## config.mk

```make
export PLATFORM = sky130hd
export DESIGN_NAME = roc_ctrl_cmds
export DESIGN_NICKNAME = d
export VERILOG_FILES = /design/src/rtl/roc_pkg.sv /design/src/rtl/roc_ctrl_cmds.sv
export SDC_FILE = /design/constraint.sdc
export NUM_CORES = 1
export LEC_CHECK = 0
export BUFFER_PORTS_ARGS = -buffer_cell sky130_fd_sc_hd__buf_2
export CORE_ASPECT_RATIO = 1.2
export CORE_MARGIN = 2
export CORE_UTILIZATION = 61
export DETAILED_ROUTE_END_ITERATION = 8
export PLACE_DENSITY = 0.86
export SLEW_MARGIN = 20
export SYNTH_ARGS = -nofsm -noshare
export SYNTH_HDL_FRONTEND = slang
export SYNTH_SLANG_ARGS = --single-unit
```

## constraint.sdc

```tcl
create_clock -name pclk -period 8.2 [get_ports pclk]
set_clock_uncertainty 0.05 [all_clocks]
set_input_delay 0.41 -clock pclk [delete_from_list [all_inputs] [get_ports pclk]]
set_output_delay 0.41 -clock pclk [all_outputs]
set_load 0.01 [all_outputs]
```

## src/rtl/roc_pkg.sv

```systemverilog
// roc_pkg: constants and types for the radio operation control commands
package roc_pkg;
    // command codes
    localparam logic [15:0] ROC_ID_SYNC_START = 16'h080A;
    localparam logic [15:0] ROC_ID_COUNT      = 16'h080B;
    localparam logic [15:0] ROC_ID_SCH_IMM    = 16'h0810;
    localparam logic [15:0] ROC_ID_CNT_BRANCH = 16'h0812;
    // end status codes
    localparam logic [15:0] ROC_ST_IDLE       = 16'h0000;
    localparam logic [15:0] ROC_ST_ACTIVE     = 16'h0001;
    localparam logic [15:0] ROC_ST_OK         = 16'h0010;
    localparam logic [15:0] ROC_ST_COUNTDOWN  = 16'h0011;
    localparam logic [15:0] ROC_ST_FAILED     = 16'h0012;
    localparam logic [15:0] ROC_ST_PARAM_ERR  = 16'h0020;
    // embedded command result bytes
    localparam logic [7:0]  ROC_RES_DONE      = 8'h01;
    localparam logic [7:0]  ROC_RES_SCHED     = 8'h81;
    localparam logic [7:0]  ROC_RES_UNK_CMD   = 8'h82;
    localparam logic [7:0]  ROC_RES_UNK_DIR   = 8'h83;
    localparam logic [7:0]  ROC_RES_BAD_PTR   = 8'h84;
    localparam logic [7:0]  ROC_RES_PAR_ERR   = 8'h85;
    // register byte offsets
    localparam logic [7:0]  ROC_A_CTRL        = 8'h00;
    localparam logic [7:0]  ROC_A_CMD_ID      = 8'h04;
    localparam logic [7:0]  ROC_A_COUNT       = 8'h08;
    localparam logic [7:0]  ROC_A_PARAM       = 8'h0C;
    localparam logic [7:0]  ROC_A_WB_STATUS   = 8'h10;
    localparam logic [7:0]  ROC_A_NEXT_DFLT   = 8'h14;
    localparam logic [7:0]  ROC_A_STATUS      = 8'h18;
    localparam logic [7:0]  ROC_A_NEXT_OP     = 8'h1C;
    localparam logic [7:0]  ROC_A_TIMER_CORR  = 8'h20;
    // ctrl field positions
    localparam int          ROC_CTRL_START    = 0;
    localparam int          ROC_CTRL_RTC_UPD  = 1;
    // small constants
    localparam logic [15:0] ROC_CNT_ONE       = 16'h0001;
    localparam logic [15:0] ROC_CNT_ZERO      = 16'h0000;

    typedef enum logic [1:0] {
        ROC_RESULT_NONE  = 2'b00,
        ROC_RESULT_TRUE  = 2'b01,
        ROC_RESULT_FALSE = 2'b10,
        ROC_RESULT_ABORT = 2'b11
    } roc_result_t;

    typedef struct packed {
        logic [15:0] status;
        roc_result_t result;
    } roc_end_t;

    typedef enum logic [2:0] {
        ROC_S_IDLE      = 3'b000,
        ROC_S_DISPATCH  = 3'b001,
        ROC_S_SYNC_WAIT = 3'b010,
        ROC_S_SCH_HOLD  = 3'b011,
        ROC_S_SCH_RUN   = 3'b100,
        ROC_S_FINISH    = 3'b101
    } roc_state_t;
endpackage

```

## src/rtl/roc_ctrl_cmds.sv

```systemverilog
// roc_ctrl_cmds: control-type radio operation command executor with apb registers
//
// Added by the designer: register access over APB and the address map.
`timescale 1ns/10ps
`default_nettype none
module roc_ctrl_cmds
    import roc_pkg::*;
(
    input  wire logic        pclk,
    input  wire logic        presetn,
    input  wire logic        psel,
    input  wire logic        penable,
    input  wire logic        pwrite,
    input  wire logic [31:0] paddr,
    input  wire logic [31:0] pwdata,
    output logic [31:0]      prdata,
    output logic             pready,
    output logic             pslverr,
    input  wire logic        rtc_tick,
    input  wire logic [31:0] timer_value,
    output logic             timer_start,
    output logic             rtc_capture_arm,
    output logic             timer_adjust,
    output logic [31:0]      timer_adjust_value,
    output logic             rtc_update_enable,
    input  wire logic        command_register_busy,
    output logic             imm_req,
    output logic [31:0]      imm_word,
    input  wire logic        imm_done,
    input  wire logic [31:0] imm_status_word,
    output logic             op_done,
    output logic [1:0]       op_result
);
    roc_state_t  state_q;
    logic [15:0] cmd_id_q;
    logic [15:0] count_q;
    logic [31:0] param_q;
    logic [31:0] wb_status_q;
    logic [31:0] next_dflt_q;
    logic [31:0] next_op_q;
    logic [31:0] corr_q;
    logic        rtc_upd_q;
    roc_end_t    end_q;
    roc_end_t    end_d;
    logic [15:0] count_d;
    logic        next_alt_d;
    logic        tick_s1_q;
    logic        tick_s2_q;
    logic        tick_s3_q;
    logic        tick_rise;
    logic        wr_en;
    logic        rd_setup;
    logic        start_wr;
    logic        map_hit;
    logic [31:0] rd_mux;
    logic [7:0]  imm_res;
    logic        done_q;
    logic        ts_q;
    logic        adj_q;
    logic        req_q;
    logic        addr_ok;
    logic        sync_go;

    // apb decode
    // out-of-map writes must not alias onto a register
    assign addr_ok  = (paddr[31:8] == 24'h00_0000) && (paddr[1:0] == 2'b00);
    assign wr_en    = psel & penable & pwrite & addr_ok;
    assign rd_setup = psel & ~penable;
    assign start_wr = wr_en & (paddr[7:0] == ROC_A_CTRL) & pwdata[ROC_CTRL_START];
    assign pready   = 1'b1;

    always_comb begin
        map_hit = 1'b1;
        rd_mux  = 32'h0000_0000;
        case (paddr[7:0])
            ROC_A_CTRL:       rd_mux = {30'h0000_0000, rtc_upd_q, 1'b0};
            ROC_A_CMD_ID:     rd_mux = {16'h0000, cmd_id_q};
            ROC_A_COUNT:      rd_mux = {16'h0000, count_q};
            ROC_A_PARAM:      rd_mux = param_q;
            ROC_A_WB_STATUS:  rd_mux = wb_status_q;
            ROC_A_NEXT_DFLT:  rd_mux = next_dflt_q;
            ROC_A_STATUS:     rd_mux = {14'h0000, end_q};
            ROC_A_NEXT_OP:    rd_mux = next_op_q;
            ROC_A_TIMER_CORR: rd_mux = corr_q;
            default:          map_hit = 1'b0;
        endcase
        if (!addr_ok) begin
            map_hit = 1'b0;
        end
    end

    always_ff @(posedge pclk or negedge presetn) begin
        if (!presetn) begin
            prdata  <= 32'h0000_0000;
            pslverr <= 1'b0;
        end else if (rd_setup) begin
            prdata  <= pwrite ? 32'h0000_0000 : rd_mux;
            pslverr <= ~map_hit;
        end
    end

    // software-written structure fields
    always_ff @(posedge pclk or negedge presetn) begin
        if (!presetn) begin
            cmd_id_q    <= 16'h0000;
            param_q     <= 32'h0000_0000;
            next_dflt_q <= 32'h0000_0000;
            rtc_upd_q   <= 1'b0;
        end else if (wr_en && state_q == ROC_S_IDLE) begin
            case (paddr[7:0])
                ROC_A_CTRL:      rtc_upd_q   <= pwdata[ROC_CTRL_RTC_UPD];
                ROC_A_CMD_ID:    cmd_id_q    <= pwdata[15:0];
                ROC_A_PARAM:     param_q     <= pwdata;
                ROC_A_NEXT_DFLT: next_dflt_q <= pwdata;
                default: ;
            endcase
        end
    end
    assign rtc_update_enable = rtc_upd_q;

    // rtc tick synchroniser and edge detect
    always_ff @(posedge pclk or negedge presetn) begin
        if (!presetn) begin
            tick_s1_q <= 1'b0;
            tick_s2_q <= 1'b0;
            tick_s3_q <= 1'b0;
        end else begin
            tick_s1_q <= rtc_tick;
            tick_s2_q <= tick_s1_q;
            tick_s3_q <= tick_s2_q;
        end
    end
    assign tick_rise = tick_s2_q & ~tick_s3_q;

    // embedded command result mapping
    assign imm_res = imm_status_word[7:0];

    // end status computation
    always_comb begin
        end_d.status = ROC_ST_OK;
        end_d.result = ROC_RESULT_TRUE;
        count_d      = count_q;
        next_alt_d   = 1'b0;
        case (state_q)
            ROC_S_DISPATCH: begin
                case (cmd_id_q)
                    ROC_ID_COUNT: begin
                        if (count_q == ROC_CNT_ZERO) begin
                            end_d.status = ROC_ST_PARAM_ERR;
                            end_d.result = ROC_RESULT_ABORT;
                        end else begin
                            count_d = count_q - ROC_CNT_ONE;
                            if (count_d == ROC_CNT_ZERO) begin
                                end_d.status = ROC_ST_COUNTDOWN;
                                end_d.result = ROC_RESULT_FALSE;
                            end
                        end
                    end
                    ROC_ID_CNT_BRANCH: begin
                        if (count_q == ROC_CNT_ZERO) begin
                            next_alt_d = 1'b1;
                        end else begin
                            count_d = count_q - ROC_CNT_ONE;
                            if (count_d == ROC_CNT_ZERO) begin
                                end_d.status = ROC_ST_COUNTDOWN;
                                end_d.result = ROC_RESULT_FALSE;
                            end else begin
                                next_alt_d = 1'b1;
                            end
                        end
                    end
                    default: begin
                        end_d.status = ROC_ST_PARAM_ERR;
                        end_d.result = ROC_RESULT_ABORT;
                    end
                endcase
            end
            ROC_S_SCH_RUN: begin
                case (imm_res)
                    ROC_RES_DONE: begin
                        end_d.status = ROC_ST_OK;
                        end_d.result = ROC_RESULT_TRUE;
                    end
                    ROC_RES_SCHED,
                    ROC_RES_UNK_CMD,
                    ROC_RES_UNK_DIR,
                    ROC_RES_BAD_PTR,
                    ROC_RES_PAR_ERR: begin
                        end_d.status = ROC_ST_PARAM_ERR;
                        end_d.result = ROC_RESULT_ABORT;
                    end
                    default: begin
                        end_d.status = ROC_ST_FAILED;
                        end_d.result = ROC_RESULT_FALSE;
                    end
                endcase
            end
            default: ;
        endcase
    end

    // operation sequencer
    always_ff @(posedge pclk or negedge presetn) begin
        if (!presetn) begin
            state_q <= ROC_S_IDLE;
        end else begin
            // one operation at a time; starts while busy are dropped
            case (state_q)
                ROC_S_IDLE: begin
                    if (start_wr) begin
                        state_q <= ROC_S_DISPATCH;
                    end
                end
                ROC_S_DISPATCH: begin
                    case (cmd_id_q)
                        ROC_ID_SYNC_START: state_q <= ROC_S_SYNC_WAIT;
                        ROC_ID_SCH_IMM:    state_q <= ROC_S_SCH_HOLD;
                        default:           state_q <= ROC_S_FINISH;
                    endcase
                end
                ROC_S_SYNC_WAIT: begin
                    if (tick_rise) begin
                        state_q <= ROC_S_FINISH;
                    end
                end
                ROC_S_SCH_HOLD: begin
                    if (!command_register_busy) begin
                        state_q <= ROC_S_SCH_RUN;
                    end
                end
                ROC_S_SCH_RUN: begin
                    if (imm_done) begin
                        state_q <= ROC_S_FINISH;
                    end
                end
                ROC_S_FINISH: state_q <= ROC_S_IDLE;
                default:      state_q <= ROC_S_IDLE;
            endcase
        end
    end

    // end status, count write-back and next pointer, all at one edge
    // software never sees a new count with a stale status
    always_ff @(posedge pclk or negedge presetn) begin
        if (!presetn) begin
            end_q     <= '{status: ROC_ST_IDLE, result: ROC_RESULT_NONE};
            count_q   <= 16'h0000;
            next_op_q <= 32'h0000_0000;
        end else begin
            if (start_wr && state_q == ROC_S_IDLE) begin
                end_q <= '{status: ROC_ST_ACTIVE, result: ROC_RESULT_NONE};
            end else if (state_q == ROC_S_DISPATCH
                         && cmd_id_q != ROC_ID_SYNC_START
                         && cmd_id_q != ROC_ID_SCH_IMM) begin
                end_q     <= end_d;
                count_q   <= count_d;
                next_op_q <= next_alt_d ? param_q : next_dflt_q;
            end else if (state_q == ROC_S_SYNC_WAIT && tick_rise) begin
                end_q     <= '{status: ROC_ST_OK, result: ROC_RESULT_TRUE};
                next_op_q <= next_dflt_q;
            end else if (state_q == ROC_S_SCH_RUN && imm_done) begin
                end_q     <= end_d;
                next_op_q <= next_dflt_q;
            end else if (wr_en && state_q == ROC_S_IDLE
                         && paddr[7:0] == ROC_A_COUNT) begin
                count_q <= pwdata[15:0];
            end
        end
    end

    assign sync_go = state_q == ROC_S_DISPATCH && cmd_id_q == ROC_ID_SYNC_START;

    // sync timer start: start, arm capture, correct on tick
    // correction uses the timer value seen at the synced tick edge
    always_ff @(posedge pclk or negedge presetn) begin
        if (!presetn) begin
            ts_q            <= 1'b0;
            rtc_capture_arm <= 1'b0;
            adj_q           <= 1'b0;
            corr_q          <= 32'h0000_0000;
        end else begin
            ts_q  <= sync_go;
            adj_q <= 1'b0;
            if (sync_go) begin
                rtc_capture_arm <= 1'b1;
            end else if (state_q == ROC_S_SYNC_WAIT && tick_rise) begin
                rtc_capture_arm <= 1'b0;
                adj_q           <= 1'b1;
                corr_q          <= param_q - timer_value;
            end
        end
    end
    assign timer_start        = ts_q;
    assign timer_adjust       = adj_q;
    assign timer_adjust_value = corr_q;

    // scheduled immediate command issue and status capture
    // the request waits until the command register path is idle
    always_ff @(posedge pclk or negedge presetn) begin
        if (!presetn) begin
            req_q       <= 1'b0;
            imm_word    <= 32'h0000_0000;
            wb_status_q <= 32'h0000_0000;
        end else begin
            req_q <= 1'b0;
            if (state_q == ROC_S_SCH_HOLD && !command_register_busy) begin
                req_q    <= 1'b1;
                imm_word <= param_q;
            end
            if (state_q == ROC_S_SCH_RUN && imm_done) begin
                wb_status_q <= imm_status_word;
            end
        end
    end
    assign imm_req = req_q;

    // command-done event for every operation, no acknowledge event
    // the pulse follows the edge at which end status settles
    always_ff @(posedge pclk or negedge presetn) begin
        if (!presetn) begin
            done_q <= 1'b0;
        end else begin
            done_q <= state_q == ROC_S_FINISH;
        end
    end
    assign op_done   = done_q;
    assign op_result = end_q.result;
endmodule // roc_ctrl_cmds
`default_nettype wire

```

* Word level (Yosys, flattened, before mapping)
Cells that the tools add are included.
Operators by class: reduce and logical (&&, ||, !) cells 32, mux-type cells 40, $add $sub $neg 2, equality and inequality tests 34, bitwise operators 12
Operators by type and width (number):
- $pmux W32 S9 | 1
- $mux W32 | 5
- $mux W16 | 7
- $mux W18 | 4
- $pmux W18 S2 | 2
- $eq A16 B12 Y1 const B | 4
- $eq A8 B8 Y1 const B | 5
- $eq A8 B5 Y1 const B | 4
- $logic_not A16 Y1 | 2
- $ne A16 B12 Y1 const B | 2
- $sub A32 B32 Y32 | 1
- $logic_not A24 Y1 | 1
- $mux W3 | 6
- $eq A8 B4 Y1 const B | 2
- $ne A2 B2 Y1 const B | 8
- $pmux W8 S2 | 1
- $sub A16 B1 Y16 const B | 1
- $pmux W3 S5 | 1
- $reduce_and A2 Y1 | 6
- $mux W1 | 11
- $logic_and A1 B1 Y1 | 10
- $reduce_or A9 Y1 | 1
- $eq A8 B1 Y1 const B | 1
- $eq A8 B3 Y1 const B | 1
- other kinds (20) | 33
Word-level totals: output and inout bits 106, input bits 136, logic and storage cells 142, register bits 287

* Logic depth before layout (Yosys ltp)
depth after elaboration 10, mapped depth 13, mapped depth without buffers 12

* Least setup slack after synthesis
Ideal clock, no wire load.
kind reg-to-reg, start register count_q[0], end register next_op_q[10], arrival time 2.554 ns, path buffers 2, data required time 8.018 ns, clock period less this slack 2.737 ns, setup slack 5.463 ns, stages on the path, launching flop included 14, setup time 0.132 ns, path through dfrtp_1 > inv_1 > ha_1 > or3b_4 > nor3_4 > and3_1 > o21a_2 > a21oi_2 > nor4_2 > or3_1 > buf_6 > buf_12 > mux2i_1 > o21ai_1
On the way: cells in the longest elaborated chain, start to end 8, elaborated cells between the ends (all ways) 9, classes of those cells 1 x add/sub; 6 x mux; 2 x reduce/logical
RTL lines:
- start, declared | line roc_ctrl_cmds.sv:36 | logic [15:0] count_q;
- start signal, assigned | line roc_ctrl_cmds.sv:256 | count_q <= count_d;
- start signal, assigned | line roc_ctrl_cmds.sv:266 | count_q <= pwdata[15:0];
- $sub A16 B1 Y16 | line roc_ctrl_cmds.sv:163 | count_d = count_q - ROC_CNT_ONE;
- $logic_not A16 Y1 | line roc_ctrl_cmds.sv:164 | if (count_d == ROC_CNT_ZERO) begin
- $mux W1 | line roc_ctrl_cmds.sv:164
- $mux W1 (*) | line roc_ctrl_cmds.sv:160 | if (count_q == ROC_CNT_ZERO) begin
- $mux W1 (*) | line roc_ctrl_cmds.sv:146 | case (cmd_id_q)
- $mux W1 (*) | line roc_ctrl_cmds.sv:144 | case (state_q)
- $mux W32 (*) | line roc_ctrl_cmds.sv:257 | next_op_q <= next_alt_d ? param_q : next_dflt_q;
- $mux W32 (*) | line roc_ctrl_cmds.sv:252 | end else if (state_q == ROC_S_DISPATCH
- end signal, assigned | line roc_ctrl_cmds.sv:257
- end signal, assigned | line roc_ctrl_cmds.sv:260 | next_op_q <= next_dflt_q;
- end signal, assigned | line roc_ctrl_cmds.sv:263 | next_op_q <= next_dflt_q;
- end, declared | line roc_ctrl_cmds.sv:40 | logic [31:0] next_op_q;
Every way passes the cells marked *; elsewhere a longest branch is shown, timed or not. A chain may end at the register's enable or synchronous reset.

* Worst setup path after layout
start register count_q[0], end register next_op_q[30]
The elaborated chain is that of the path after synthesis.

==> impl_results.html <==
<table>
<tr><th>Metric</th><th>Value</th></tr>
<tr><th colspan="2">Clock tree</th></tr>
<tr><td>Max Buffers Root-to-Sink</td><td>3</td></tr>
<tr><td>Inserted Clock Buffers</td><td>29</td></tr>
<tr><td>Count of buffers added by post-CTS timing repair for setup</td><td>0</td></tr>
<tr><td>Deepest level of the CTS H-tree</td><td>1</td></tr>
<tr><td>Clock insertion delay at the later pin of the skew report</td><td>0.55 ns</td></tr>
<tr><td>Register clock-pin slew on the reported worst setup and hold paths</td><td>0.06 ns</td></tr>
<tr><td>Number of clock sinks</td><td>275</td></tr>
<tr><td>Root buffer cell</td><td>sky130_fd_sc_hd__clkbuf_16</td></tr>
<tr><td>CTS tree</td><td>built</td></tr>
<tr><th colspan="2">Synth</th></tr>
<tr><td>Post-Synth XOR/XNOR Area</td><td>1.948%</td></tr>
<tr><td>Synthesized area per cell</td><td>10.94 µm²</td></tr>
<tr><td>Fraction of the mapped netlist area in compound gates</td><td>16.32%</td></tr>
<tr><td>Top-count cell post-synth</td><td>sky130_fd_sc_hd__dfrtp_1</td></tr>
<tr><td>Main combinational cell family by area after synthesis</td><td>compound AO/OA/AOI/OAI gates</td></tr>
<tr><td>Top post-synthesis cells by area</td><td>sky130_fd_sc_hd__dfrtp_1 (49%), sky130_fd_sc_hd__mux2_2 (12%), sky130_fd_sc_hd__nand2_1 (3.2%), sky130_fd_sc_hd__ha_1 (3.0%), sky130_fd_sc_hd__a22oi_1 (2.6%)</td></tr>
<tr><td>Simple-gate share of the synthesized area</td><td>10.92%</td></tr>
<tr><td>Commonest cells post-synth</td><td>sky130_fd_sc_hd__dfrtp_1 (275), sky130_fd_sc_hd__mux2_2 (143), sky130_fd_sc_hd__nand2_1 (119)</td></tr>
<tr><td>Synthesis Warnings</td><td>0</td></tr>
<tr><td>Synthesized-area fraction occupied by adder cells</td><td>3.106%</td></tr>
<tr><td>Primary FF master, synth</td><td>sky130_fd_sc_hd__dfrtp_1</td></tr>
<tr><td>Fraction of synthesis flops using an asynchronous set or reset pin</td><td>100.0%</td></tr>
<tr><td>Distinct cell type count of the synthesized netlist</td><td>72</td></tr>
<tr><td>Multiplexer share of the synthesized area</td><td>14.32%</td></tr>
<tr><td>Library cell occupying the most area in the post-synthesis netlist</td><td>sky130_fd_sc_hd__dfrtp_1</td></tr>
<tr><td>Synthesized instance count</td><td>1274</td></tr>
<tr><td>Yosys reg bits</td><td>275</td></tr>
<tr><td>Sequential share of the synthesized area</td><td>49.37%</td></tr>
<tr><td>Mapped Area</td><td>13940 µm²</td></tr>
<tr><td>Synthesized Nets</td><td>1444</td></tr>
<tr><td>Area share of the leading cell type in the synthesized netlist</td><td>49.37%</td></tr>
<tr><td>Number of enable flip-flop cells after synthesis</td><td>0</td></tr>
<tr><th colspan="2">Global route</th></tr>
<tr><td>Antenna violations before repair</td><td>7</td></tr>
<tr><td>Vias in the first global route</td><td>11792</td></tr>
<tr><td>Global-route usage over all layers</td><td>33.41%</td></tr>
<tr><td>Overflow left after global routing</td><td>0</td></tr>
<tr><td>First-pass GRT wire length</td><td>62.76 mm</td></tr>
<tr><td>Largest net degree at the start of global routing</td><td>143</td></tr>
<tr><th colspan="2">Route</th></tr>
<tr><td>Vias per cell</td><td>6.528</td></tr>
<tr><td>First-pass DRT Iterations</td><td>6</td></tr>
<tr><td>Number of design rule violations left after detail routing</td><td>0</td></tr>
<tr><td>Iter 0 DRT Violations</td><td>977</td></tr>
<tr><td>Vias</td><td>11666</td></tr>
<tr><td>Average wire per cell in the routed design</td><td>22.66 µm</td></tr>
<tr><td>Routed WL</td><td>40.49 mm</td></tr>
<tr><td>ANT nets after route</td><td>0</td></tr>
<tr><th colspan="2">Pwr</th></tr>
<tr><td>Pleak</td><td>8.421 nW</td></tr>
<tr><td>Power density of the placed cells</td><td>209.1 nW/µm²</td></tr>
<tr><td>Overall power consumption</td><td>3.405 mW</td></tr>
<tr><td>Worst voltage drop across the vdd grid</td><td>0.2031 mV</td></tr>
<tr><th colspan="2">STA</th></tr>
<tr><td>Final number of hold-violating endpoints</td><td>0</td></tr>
<tr><td>Pin slew with the least headroom to its limit</td><td>0.9767 ns</td></tr>
<tr><td>Tcrit/Tclk final</td><td>41.66%</td></tr>
<tr><td>Setup Total Neg Slack</td><td>0 ns</td></tr>
<tr><td>Unrepaired setup endpoints after global routing</td><td>false</td></tr>
<tr><td>FMAX</td><td>292.8 MHz</td></tr>
<tr><td>Final setup violation count</td><td>0</td></tr>
<tr><td>Headroom to the max-slew limit</td><td>34.89%</td></tr>
<tr><td>Final Critical Period</td><td>3.416 ns</td></tr>
<tr><td>Final number of max-transition violations</td><td>0</td></tr>
<tr><th colspan="2">Critical path</th></tr>
<tr><td>Crit path cell chain</td><td>inv_1 &gt; ha_1 &gt; or3b_4 &gt; nor3_4 &gt; and3_1 &gt; o21a_2 &gt; a21oi_2 &gt; nor4_2 &gt; or3_4 &gt; mux2i_1 &gt; o21ai_1</td></tr>
<tr><td>Slowest cell on crit path</td><td>sky130_fd_sc_hd__or3_4</td></tr>
<tr><td>Number of buffers and inverters on the critical path</td><td>1</td></tr>
<tr><td>Critical Path RT</td><td>8.55 ns</td></tr>
<tr><td>Path depth of the worst reg2reg path</td><td>11</td></tr>
<tr><td>Category of the most critical setup path</td><td>reg2reg</td></tr>
<tr><td>Largest driver fanout on the critical path</td><td>32</td></tr>
<tr><td>Largest stage delay, worst path</td><td>0.70 ns</td></tr>
<tr><td>Crit path depth</td><td>11</td></tr>
<tr><td>Dominant delay contributor by cell family on the critical path</td><td>simple AND/OR/NAND/NOR gates</td></tr>
<tr><td>Data arrival time of the critical path</td><td>3.77 ns</td></tr>
<tr><td>Kind of capture point of the worst setup path</td><td>flop</td></tr>
<tr><td>Startpoint type of the worst setup path</td><td>flop</td></tr>
<tr><th colspan="2">Finish</th></tr>
<tr><td>Area used by multi-input combinational logic</td><td>6551 µm²</td></tr>
<tr><td>Sequential cell area</td><td>6882 µm²</td></tr>
<tr><td>Fill cell count</td><td>1552</td></tr>
<tr><td>Layout net count</td><td>1658</td></tr>
<tr><td>Number of non-filler instances in the completed layout</td><td>1787</td></tr>
<tr><td>Layout-stage area growth over the synthesis result</td><td>16.84%</td></tr>
<tr><td>Layout cell share with drive strength beyond 1</td><td>31.41%</td></tr>
<tr><th colspan="2">Floorplan</th></tr>
<tr><td>Initial core utilization</td><td>62.10%</td></tr>
<tr><td>Area of the die</td><td>24080 µm²</td></tr>
<tr><td>Die Width</td><td>142.0 µm</td></tr>
<tr><td>Die height</td><td>169.6 µm</td></tr>
<tr><td>Core area</td><td>22450 µm²</td></tr>
<tr><td>Total number of placement rows</td><td>60</td></tr>
<tr><td>Top-level I/O count</td><td>242</td></tr>
<tr><th colspan="2">Place</th></tr>
<tr><td>Cell total after placement</td><td>1732</td></tr>
<tr><td>Sum of net half-perimeters after detailed placement</td><td>27.09 mm</td></tr>
<tr><td>RePlAce Congestion</td><td>0.9259</td></tr>
<tr><td>Number of port buffers</td><td>240</td></tr>
<tr><th colspan="2">Flow run</th></tr>
<tr><td>Max-cap violation count</td><td>0</td></tr>
<tr><th colspan="2">Min path</th></tr>
<tr><td>Hold WC Path Type</td><td>in2reg</td></tr>
<tr><td>Worst Hold Depth</td><td>2</td></tr>
<tr><th colspan="2">Run status</th></tr>
<tr><td>Status</td><td>finished, final reports clean</td></tr>
</table>
[cells in the final DEF (no fill, tap or decap), drive strengths merged, types with 3 or more instances in the layout]
| cell | n |
|---|---|
| buf | 258 |
| a22o | 37 |
| o21ai | 104 |
| o21a | 7 |
| ha | 33 |
| mux2i | 34 |
| nor3 | 29 |
| a221oi | 7 |
| or3 | 3 |
| a21oi | 44 |
| nor4b | 5 |
| and2 | 6 |
| nand2 | 120 |
| a22oi | 49 |
| nor3b | 5 |
| nor2 | 46 |
| a21o | 16 |
| o2111ai | 3 |
| nand3 | 28 |
| nand4 | 5 |
| dfrtp | 275 |
| clkinv | 6 |
| xor2 | 17 |
| nor4 | 14 |
| inv | 42 |
| nand2b | 11 |
| a21boi | 3 |
| clkbuf | 38 |
| a311oi | 3 |
| o31ai | 4 |
| a31oi | 9 |
| o21bai | 6 |
| mux2 | 147 |
| bufinv | 3 |
| and3 | 12 |
| a222oi | 29 |
| xnor2 | 14 |
| nor2b | 9 |
[through the flow]
stage	setup WS (ns)	instance area (µm²)	hold WS [ns]	util, %
5_1_grt	4.558	16280	0.03684	72.54
3_3_place_gp	4.557	15260	0.2845	68.00
3_5_place_dp	4.844	15270	0.2918	68.02
2_1_floorplan	5.463	13940	0.06441	-
6_report	4.784	16290	0.03808	72.55
4_1_cts	4.807	16230	0.02590	72.32
[sequential cells by signal, summed over array words and instances, names as in the netlist, 2 cells and up]
| signal | cells |
|---|---|
| next_dflt_q | 32 |
| imm_word | 32 |
| timer_adjust_value | 32 |
| count_q | 16 |
| next_op_q | 32 |
| wb_status_q | 32 |
| end_q | 4 |
| cmd_id_q | 16 |
| param_q | 32 |
| op_result | 2 |
| state_q | 3 |
| prdata | 32 |
[per-layer routing]
layer | GRT usage, % | up-vias | wire, µm
met2 | 57.11 | 702 | 20260
li1 | - | 5137 | -
met3 | 7.844 | 148 | 3960
met1 | 40.16 | 5669 | 14600
met4 | 15.22 | 10 | 1608
met5 | 0 | - | 68
[cells by family (layout without fill, tap and decap cells)]
logic type      Yosys count  after routing
simple gates            301            301
compound gates          333            333
other cells               1              3
xor+xnor                 31             31
mux                     181            181
buf+inv                 118            350
fa+ha+maj                34             34
flops                   275            275
[power breakdown]
group	internal (mW)	total, mW	switching (mW)
clock	0.782	1.31	0.528
sequential	1.47	1.56	0.0942
combinational	0.204	0.531	0.327
[area by class of cell]
type	instances	share of cell area (%)
Sequential cell	275	42.26
Clock inverter	11	0.8374
Multi-Input combinational cell	881	40.23
Tap cell	279	2.144
Timing Repair Buffer	260	8.589
Inverter	41	0.9450
Antenna cell	2	0.03073
Clock buffer	38	4.971
[final timing paths]
| kind | from | end | slack, ns |
|---|---|---|---|
| worst min register to register | tick_s1_q | tick_s2_q | 0.31 |
| worst max-delay path | count_q[0] | next_op_q[30] | 4.78 |
| max in group asynchronous | presetn | imm_req | 6.10 |
| min in group asynchronous | presetn | prdata[10] | 0.31 |
| worst min-delay path | imm_status_word[26] | wb_status_q[26] | 0.04 |
| worst max register to register | count_q[0] | next_op_q[30] | 4.78 |
[repair_timing]
item / 4_1_cts / 5_1_grt
endpoints found under the hold margin: 2 / 0
gates resized for setup: 0 / 0
hold buffers: 2 / 0
No activity file was read; power rests on OpenSTA's default activity.
